**config.mk**
```make
export PLATFORM = sky130hd
export DESIGN_NAME = azd_readback
export DESIGN_NICKNAME = d
export VERILOG_FILES = /design/src/hw/azd_pkg.sv /design/src/hw/azd_event_latch.sv /design/src/hw/azd_readback.sv
export VERILOG_INCLUDE_DIRS = /design/src /design/src/hw
export SDC_FILE = /design/constraint.sdc
export NUM_CORES = 1
export LEC_CHECK = 0
export ABC_CLOCK_PERIOD_IN_PS = 2100
export BUFFER_PORTS_ARGS = -buffer_cell sky130_fd_sc_hd__buf_2
export CAP_MARGIN = 20
export CORE_MARGIN = 2
export CORE_UTILIZATION = 46
export DETAILED_ROUTE_END_ITERATION = 12
export PLACE_DENSITY = 0.86
export SLEW_MARGIN = 20
export SYNTH_ARGS = -nofsm -noshare
export SYNTH_HDL_FRONTEND = slang
export SYNTH_SLANG_ARGS = --single-unit
```
**constraint.sdc**
```tcl
create_clock -name i_sys_clk -period 2.1 [get_ports i_sys_clk]
set_clock_uncertainty 0.15 [all_clocks]
set_input_delay 0.21 -clock i_sys_clk [delete_from_list [all_inputs] [get_ports i_sys_clk]]
set_output_delay 0.21 -clock i_sys_clk [all_outputs]
set_load 0.05 [all_outputs]
```
**src/hw/azd_regs.svh**
```systemverilog
// Field positions, codes and reset values for the calibration and duty readback
`ifndef AZD_REGS_SVH
`define AZD_REGS_SVH
`define AZD_RW_BIT        31
`define AZD_ID_HI         30
`define AZD_ID_LO         26
`define AZD_CH_HI         25
`define AZD_CH_LO         24
`define AZD_ID_CAL_STATUS 5'h0b
`define AZD_ID_DUTY       5'h0c
`define AZD_OVL_BIT       15
`define AZD_PSL_BIT       14
`define AZD_CLO_BIT       13
`define AZD_CHI_BIT       12
`define AZD_OFS_LO_HI     11
`define AZD_OFS_LO_LO     6
`define AZD_OFS_HI_HI     5
`define AZD_OFS_HI_LO     0
`define AZD_DUTY_HI       18
`define AZD_DUTY_LO       0
`define AZD_WORD_ZERO     32'h0000_0000
`define AZD_OFS_RESET     6'h00
`define AZD_DUTY_DIV      32
`endif

```
**src/hw/azd_pkg.sv**
```systemverilog
// Types shared by the readback logic
package azd_pkg;
   typedef struct packed {
      logic        valid;
      logic [4:0]  message_identifier;
      logic [1:0]  channel;
   } azd_query_t;
   typedef struct packed {
      logic [5:0] ofs_low_cm;
      logic [5:0] ofs_high_cm;
   } azd_cal_t;
endpackage : azd_pkg

```
**src/hw/azd_event_latch.sv**
```systemverilog
// Sticky event latch with set-over-clear priority
`timescale 1ns/10ps
`default_nettype none
module azd_event_latch (
   input  wire logic i_sys_clk,
   input  wire logic i_reset_n,
   input  wire logic i_set,
   input  wire logic i_clear,
   output var  logic o_flag
);
   // Set wins so an event in the clearing cycle is kept
   always_ff @(posedge i_sys_clk) begin
      if (!i_reset_n) begin
         o_flag <= 1'b0;
      end else if (i_set) begin
         o_flag <= 1'b1;
      end else if (i_clear) begin
         o_flag <= 1'b0;
      end
   end
endmodule : azd_event_latch
`default_nettype wire

```
**src/hw/azd_readback.sv**
```systemverilog
// Calibration status and duty-cycle readback word builder
`timescale 1ns/10ps
`default_nettype none
`include "azd_regs.svh"
// How it works
// - The calibration answer has bit 31 low, identifier and channel echoed, bits 23:16 zero.
// - The overvoltage latch in bit 15 sets while the battery supply is over threshold.
// - The overvoltage latch clears only on a calibration query while the supply is below threshold.
// - The phase-sync latch in bit 14 sets on each sync rising edge and clears on a calibration query.
// - Bit 13 sets when calibration ends at low common mode and clears on a calibration query.
// - Bit 12 sets when calibration ends at high common mode and clears on a calibration query.
// - Bits 11:6 report the stored low common-mode offset value.
// - Bits 5:0 report the stored high common-mode offset value.
// - The duty answer has bit 31 low, identifier and channel echoed, bits 23:19 zero, duty in 18:0.
// - The duty count is scaled so that percent equals count over 32 times N, times 100.
module azd_readback #(
   parameter int DUTY_W = 19
) (
   input  wire logic                   i_sys_clk,
   input  wire logic                   i_reset_n,
   input  wire azd_pkg::azd_query_t    i_query,
   input  wire logic                   i_battery_over,
   input  wire logic                   i_phase_sync,
   input  wire logic                   i_cal_done,
   input  wire logic                   i_cal_high_cm,
   input  wire azd_pkg::azd_cal_t      i_cal_value,
   input  wire logic [4*DUTY_W-1:0]    i_duty_count,
   output var  logic [31:0]            o_response,
   output var  logic                   o_response_valid
);
   initial begin
      if (DUTY_W != `AZD_DUTY_HI - `AZD_DUTY_LO + 1) begin
         $error("DUTY_W must match the duty field width");
      end
   end

   logic                 cal_query;
   logic                 duty_query;
   logic                 sync_prev_reg;
   logic                 overvoltage_latch;
   logic                 phase_sync_latch;
   logic                 cal_low_cm_done;
   logic                 cal_high_cm_done;
   azd_pkg::azd_cal_t    cal_store_reg;
   logic [DUTY_W-1:0]    duty_sel;

   // Identifier decode; the write flag is ignored so writes act as reads
   assign cal_query  = i_query.valid &&
                       (i_query.message_identifier == `AZD_ID_CAL_STATUS);
   assign duty_query = i_query.valid &&
                       (i_query.message_identifier == `AZD_ID_DUTY);

   // Pick the queried channel's duty count
   function automatic logic [DUTY_W-1:0] pick_duty(input logic [4*DUTY_W-1:0] all,
                                                   input logic [1:0] ch);
      pick_duty = all[ch*DUTY_W +: DUTY_W];
   endfunction : pick_duty
   assign duty_sel = pick_duty(i_duty_count, i_query.channel);

   // Edge detect on the sync input for the phase latch
   always_ff @(posedge i_sys_clk) begin
      if (!i_reset_n) begin
         sync_prev_reg <= 1'b0;
      end else begin
         sync_prev_reg <= i_phase_sync;
      end
   end

   // Overvoltage cannot clear while the supply is still high
   azd_event_latch u_ovl (
      .i_sys_clk (i_sys_clk),
      .i_reset_n (i_reset_n),
      .i_set     (i_battery_over),
      .i_clear   (cal_query && !i_battery_over),
      .o_flag    (overvoltage_latch)
   );
   azd_event_latch u_psl (
      .i_sys_clk (i_sys_clk),
      .i_reset_n (i_reset_n),
      .i_set     (i_phase_sync && !sync_prev_reg),
      .i_clear   (cal_query),
      .o_flag    (phase_sync_latch)
   );
   azd_event_latch u_clo (
      .i_sys_clk (i_sys_clk),
      .i_reset_n (i_reset_n),
      .i_set     (i_cal_done && !i_cal_high_cm),
      .i_clear   (cal_query),
      .o_flag    (cal_low_cm_done)
   );
   azd_event_latch u_chi (
      .i_sys_clk (i_sys_clk),
      .i_reset_n (i_reset_n),
      .i_set     (i_cal_done && i_cal_high_cm),
      .i_clear   (cal_query),
      .o_flag    (cal_high_cm_done)
   );

   // Offsets are captured when a calibration finishes
   always_ff @(posedge i_sys_clk) begin
      if (!i_reset_n) begin
         cal_store_reg <= {`AZD_OFS_RESET, `AZD_OFS_RESET};
      end else if (i_cal_done) begin
         if (i_cal_high_cm) begin
            cal_store_reg.ofs_high_cm <= i_cal_value.ofs_high_cm;
         end else begin
            cal_store_reg.ofs_low_cm <= i_cal_value.ofs_low_cm;
         end
      end
   end

   // Answer word; latches reported before their clear takes effect
   always_ff @(posedge i_sys_clk) begin
      if (!i_reset_n) begin
         o_response       <= `AZD_WORD_ZERO;
         o_response_valid <= 1'b0;
      end else begin
         o_response_valid <= cal_query || duty_query;
         if (cal_query) begin
            o_response <= `AZD_WORD_ZERO;
            o_response[`AZD_ID_HI:`AZD_ID_LO] <= i_query.message_identifier;
            o_response[`AZD_CH_HI:`AZD_CH_LO] <= i_query.channel;
            o_response[`AZD_OVL_BIT] <= overvoltage_latch || i_battery_over;
            o_response[`AZD_PSL_BIT] <= phase_sync_latch;
            o_response[`AZD_CLO_BIT] <= cal_low_cm_done;
            o_response[`AZD_CHI_BIT] <= cal_high_cm_done;
            o_response[`AZD_OFS_LO_HI:`AZD_OFS_LO_LO] <= cal_store_reg.ofs_low_cm;
            o_response[`AZD_OFS_HI_HI:`AZD_OFS_HI_LO] <= cal_store_reg.ofs_high_cm;
         end else if (duty_query) begin
            o_response <= `AZD_WORD_ZERO;
            o_response[`AZD_ID_HI:`AZD_ID_LO] <= i_query.message_identifier;
            o_response[`AZD_CH_HI:`AZD_CH_LO] <= i_query.channel;
            // Count is already in 1/(32*N) units of the period
            o_response[`AZD_DUTY_HI:`AZD_DUTY_LO] <= duty_sel;
         end
      end
   end

   chk_ovl_hold: assert property (@(posedge i_sys_clk) disable iff (!i_reset_n)
      i_battery_over |=> overvoltage_latch)
      else $error("overvoltage latch dropped while supply high");
   chk_ovl_clear: assert property (@(posedge i_sys_clk) disable iff (!i_reset_n)
      cal_query && !i_battery_over |=> !overvoltage_latch)
      else $error("overvoltage latch not cleared by query");
   chk_psl_edge: assert property (@(posedge i_sys_clk) disable iff (!i_reset_n)
      $rose(i_phase_sync) |=> phase_sync_latch)
      else $error("phase latch missed sync edge");
   chk_clo_set: assert property (@(posedge i_sys_clk) disable iff (!i_reset_n)
      i_cal_done && !i_cal_high_cm |=> cal_low_cm_done)
      else $error("low cm done not set");
   chk_chi_set: assert property (@(posedge i_sys_clk) disable iff (!i_reset_n)
      i_cal_done && i_cal_high_cm |=> cal_high_cm_done)
      else $error("high cm done not set");
   chk_cal_header: assert property (@(posedge i_sys_clk) disable iff (!i_reset_n)
      cal_query |=> o_response_valid && o_response[31:16] ==
         {1'b0, `AZD_ID_CAL_STATUS, $past(i_query.channel), 8'h00})
      else $error("bad calibration header");
   chk_cal_clear: assert property (@(posedge i_sys_clk) disable iff (!i_reset_n)
      cal_query && !i_phase_sync |=> !phase_sync_latch)
      else $error("phase latch not cleared by query");
   chk_ofs_report: assert property (@(posedge i_sys_clk) disable iff (!i_reset_n)
      cal_query |=> o_response[11:0] == $past(cal_store_reg))
      else $error("offsets misreported");
   chk_duty_word: assert property (@(posedge i_sys_clk) disable iff (!i_reset_n)
      duty_query |=> o_response_valid && o_response[31:19] ==
         {1'b0, `AZD_ID_DUTY, $past(i_query.channel), 5'h00}
         && o_response[18:0] == $past(duty_sel))
      else $error("bad duty word");
   chk_idle_quiet: assert property (@(posedge i_sys_clk) disable iff (!i_reset_n)
      !(cal_query || duty_query) |=> !o_response_valid)
      else $error("answer without query");

   // Supply still high at query time must show in the answer
   chk_ovl_report: assert property (@(posedge i_sys_clk) disable iff (!i_reset_n)
      cal_query && i_battery_over |=> o_response[`AZD_OVL_BIT])
      else $error("overvoltage not reported");
   // A stored overvoltage event is reported even after the supply drops
   chk_ovl_latched: assert property (@(posedge i_sys_clk) disable iff (!i_reset_n)
      cal_query && overvoltage_latch |=> o_response[`AZD_OVL_BIT])
      else $error("stored overvoltage not reported");
   // Answer shows the phase latch as it stood before the clear
   chk_psl_report: assert property (@(posedge i_sys_clk) disable iff (!i_reset_n)
      cal_query |=> o_response[`AZD_PSL_BIT] == $past(phase_sync_latch))
      else $error("phase latch misreported");
   // Low common-mode done bit reported before its clear
   chk_clo_report: assert property (@(posedge i_sys_clk) disable iff (!i_reset_n)
      cal_query |=> o_response[`AZD_CLO_BIT] == $past(cal_low_cm_done))
      else $error("low cm done misreported");
   // High common-mode done bit reported before its clear
   chk_chi_report: assert property (@(posedge i_sys_clk) disable iff (!i_reset_n)
      cal_query |=> o_response[`AZD_CHI_BIT] == $past(cal_high_cm_done))
      else $error("high cm done misreported");
   // Query clears the low common-mode flag unless a new event lands
   chk_clo_clear: assert property (@(posedge i_sys_clk) disable iff (!i_reset_n)
      cal_query && !(i_cal_done && !i_cal_high_cm) |=> !cal_low_cm_done)
      else $error("low cm done not cleared");
   // Query clears the high common-mode flag unless a new event lands
   chk_chi_clear: assert property (@(posedge i_sys_clk) disable iff (!i_reset_n)
      cal_query && !(i_cal_done && i_cal_high_cm) |=> !cal_high_cm_done)
      else $error("high cm done not cleared");
   // Low common-mode offset captured only from its own calibration
   chk_ofs_low_cap: assert property (@(posedge i_sys_clk) disable iff (!i_reset_n)
      i_cal_done && !i_cal_high_cm |=> cal_store_reg.ofs_low_cm == $past(i_cal_value.ofs_low_cm))
      else $error("low cm offset not stored");
   // High common-mode offset captured only from its own calibration
   chk_ofs_high_cap: assert property (@(posedge i_sys_clk) disable iff (!i_reset_n)
      i_cal_done && i_cal_high_cm |=> cal_store_reg.ofs_high_cm == $past(i_cal_value.ofs_high_cm))
      else $error("high cm offset not stored");
   // Answer word holds between accepted queries
   chk_resp_hold: assert property (@(posedge i_sys_clk) disable iff (!i_reset_n)
      !(cal_query || duty_query) |=> $stable(o_response))
      else $error("answer word changed without query");

endmodule : azd_readback
`default_nettype wire

```
==> flow_summary.toml <==
[run_status]
run_status = "finished clean"

[layout]
num-fill-cells = 373
final_layout_size_suffix_gt1_share_pct = 48.64
insertedDiodeCount = 0
largest_register_ffs = 26
final_cell_area_um2 = 2883
num-nets-final = 432
postLayoutCoreUtil_pct = 65.31
areaGrowthSynthToFinish_pct = 34.97

[min_path]
timing.hold.worst.class = "in2reg"
hold_depth = 3
hp-start = "i_battery_over"
timing.hold.worst_endpoint = "u_ovl.o_flag"

[placed_design]
place_area_um2 = 2761
worst_setup_slack_before_clock_tree_synthesis_ps = 173.1
detailedPlacementHpwl_um = 4363
gp_congestion = 0.7408
port_buffers = 128

[floorplan]
io_pins = 135
dieWidth_um = 72.14
design.die.area_um2 = 5204
die_height_um = 72.14
std_cell_rows = 24
area_of_the_core_um2 = 4414
floorplan.initialDensity_pct = 48.38

[grt]
grt_pass1_vias = 1965
grt_antenna_before_repair = 0
grt_start_max_net_pins = 42
grt_pass1_wl_um = 8480
grt.overflow.total = 0
track_usage_pct = 20.88

[power_and_ir_drop]
power.switching_uw = 454.2
power.switching_fraction_pct = 24.76
clock_power_share_pct = 34.4
intPower_uw = 1380
p_per_area_nw_per_um2 = 636.4
power_frac_comb_pct = 18.1
p_seq_share_pct = 47.5
peak_supply_drop_mv = 0.4120
p_leak_uw = 0.001355

[synth]
synthesis.area_per_instance_um2 = 10.22
ys.warnings.count = 0
syn-instance-count = 209
synth.ff_latch_count = 44
post-synth-top-area-cell = "sky130_fd_sc_hd__dfxtp_1"
synthDistinctLibCells = 25
post-synth-top-area-fraction_pct = 41.24
synth.cell_area_um2 = 2136
yosys-top-cells-area = "sky130_fd_sc_hd__dfxtp_1 (41%), sky130_fd_sc_hd__mux4_2 (20%), sky130_fd_sc_hd__mux2i_1 (4.7%)"
ys_seq_area_share_pct = 41.24

[cts]
cts_sinks = 44
clock-root-buffer = "sky130_fd_sc_hd__clkbuf_8"
insertion_delay_ps = 290
cts_made_buffers = 5
cts_setup_buffers = 0
clock_tree_from_tritoncts = "done"
clkTransAtPathRegs_ps = 80
cts_hold_repair.buffers = 1
cts_resized = 0
clock_path_buffers = 2
cts_max_level = 2

[setup_path]
cp.buffers_inverters = 2
path_cells = "buf_2 -> or3b_1 -> or2_1 -> buf_4 -> o22ai_1 -> nor2_1"
critPathMaxFanout = 16
cp_data_arrival_time_ps = 1660
critPathSlowestCell = "sky130_fd_sc_hd__or2_1"
worst_path_largest_cell_delay_ps = 470
worst_r2r_endpoint = "o_response[15]"
cp_top_family = "simple AND/OR/NAND/NOR gates"
timing.rr.start = "u_ovl.o_flag"
register_to_register_path_setup_slack_ps = 1180
critPathCaptureType = "register"
reg2regPathDepth = 2
cp.required_ps = 2130
worst_setup_path_startpoint = "i_query[2]"
cp-start-kind = "input pin"
worstSetupPathType = "in2reg"

[drt]
post_drt_via_cell_ratio = 5.342
total_via_count_in_the_routed_design = 2046
postRouteAntennaNets = 0
post-route-drc-count = 0
detail_route.wl_per_cell_um = 14.48
number_of_drc_markers_in_iteration_0 = 108
routed_wl_um = 5545
drt_pass_1_iters = 4

[timing]
final_hold_viol_count = 0
timing.final.crit_share_pct = 77.76
timing.final.ws_setup_ps = 467.0
final.setup.tns_ps = 0
report.final.slew_viol_count = 0
unrepaired_setup_endpoints_after_global_routing = "no"
worst_slew_pin_slew_ps = 793.4
min_period_ps = 1633
max_freq_mhz = 612.4
report.final.setup_viol = 0
maxSlewHeadroom_pct = 47.11

[run]
cap_violations = 0
layer usage:
layer	vias to the layer above	track usage [%]	part of all wire (%)
met1	950	21.53	35
li1	986	-	-
met4	0	6.080	0.65
met3	5	4.306	9.8
met2	105	41.59	55
met5	-	0	0
Yosys cell counts, drive strengths merged:
master and n:
dfxtp 44, mux4 19, nor2 19, buf 16
o21ai 15, o22ai 15, nand2 14, nor2b 11
a21boi 10, mux2i 10, clkbuf 9, nand3 8
a21oi 7, and2 2, inv 2, nand3b 2
or2 2, conb 1, o21a 1, o31ai 1
or3b 1
worst register-to-register path: stages (launching register included):
cell and delay (ps):
sky130_fd_sc_hd__dfxtp_1 310, sky130_fd_sc_hd__o31ai_1 240, sky130_fd_sc_hd__a21oi_1 70
worst max-delay path by stage:
| stage | to | slack [ps] | cells past startpoint |
|---|---|---|---|
| floorplan | o_response[0] | 610 | 6 |
| global placement | o_response[10] | 220 | 6 |
| detailed placement | o_response[8] | 170 | 6 |
| CTS | o_response[9] | 460 | 6 |
| global route | o_response[9] | 370 | 6 |
| finish | o_response[9] | 470 | 6 |
power groups by stage:
stage	sequential, uW	combinational (uW)	clock (uW)
floorplan	922	182	0
global placement	891	325	0
detailed placement	892	332	0
CTS	872	335	645
global route	875	358	676
finish	872	331	631
cell type report:
| cell class | instances | area [um2] | share of cell area [%] |
|---|---|---|---|
| repair buffers | 134 | 688.2 | 23.87 |
| well taps | 52 | 65.06 | 2.257 |
| clock buffers | 5 | 68.82 | 2.387 |
| multi-input cells | 143 | 1130 | 39.19 |
| clock inverters | 3 | 42.54 | 1.476 |
| flip-flops and latches | 44 | 880.8 | 30.56 |
| inverters | 2 | 7.507 | 0.2604 |
logic make-up after synthesis:
logic type / synth area share (%)
and+or+nand+nor: 13.18
AOI/OAI and AO/OA: 13.77
DFF: 41.24
muxes: 24.72
buffers and inverters: 6.912
other: 0.1756
per-stage QoR:
stage | hold WS [ps] | std cells | power, uW
2_1_floorplan | 181.7 | 214 | 1104
3_3_place_gp | 266.1 | 374 | 1216
3_5_place_dp | 280.8 | 374 | 1224
4_1_cts | 9.678 | 383 | 1852
5_1_grt | 28.93 | 383 | 1909
6_report | 14.45 | 383 | 1834
cells in the final DEF (no fill, tap or decap), drive strengths merged:
cell type    netlist  final
conb               1      6
nor2b             11     11
dfxtp             44     44
dlygate4sd3        0      1
clkinvlp           0      1
a21oi              7      7
mux2i             10     10
o21ai             15     15
or3b               1      1
o22ai             15     15
and2               2      2
nand3b             2      2
mux4              19     19
clkbuf             9      5
o31ai              1      1
nand3              8      8
o21a               1      1
or2                2      2
a21boi            10     10
nor2              19     19
clkinv             0      1
inv                2      2
buf               16    133
bufinv             0      1
nand2             14     14
(Power assumes the default switching activity.)
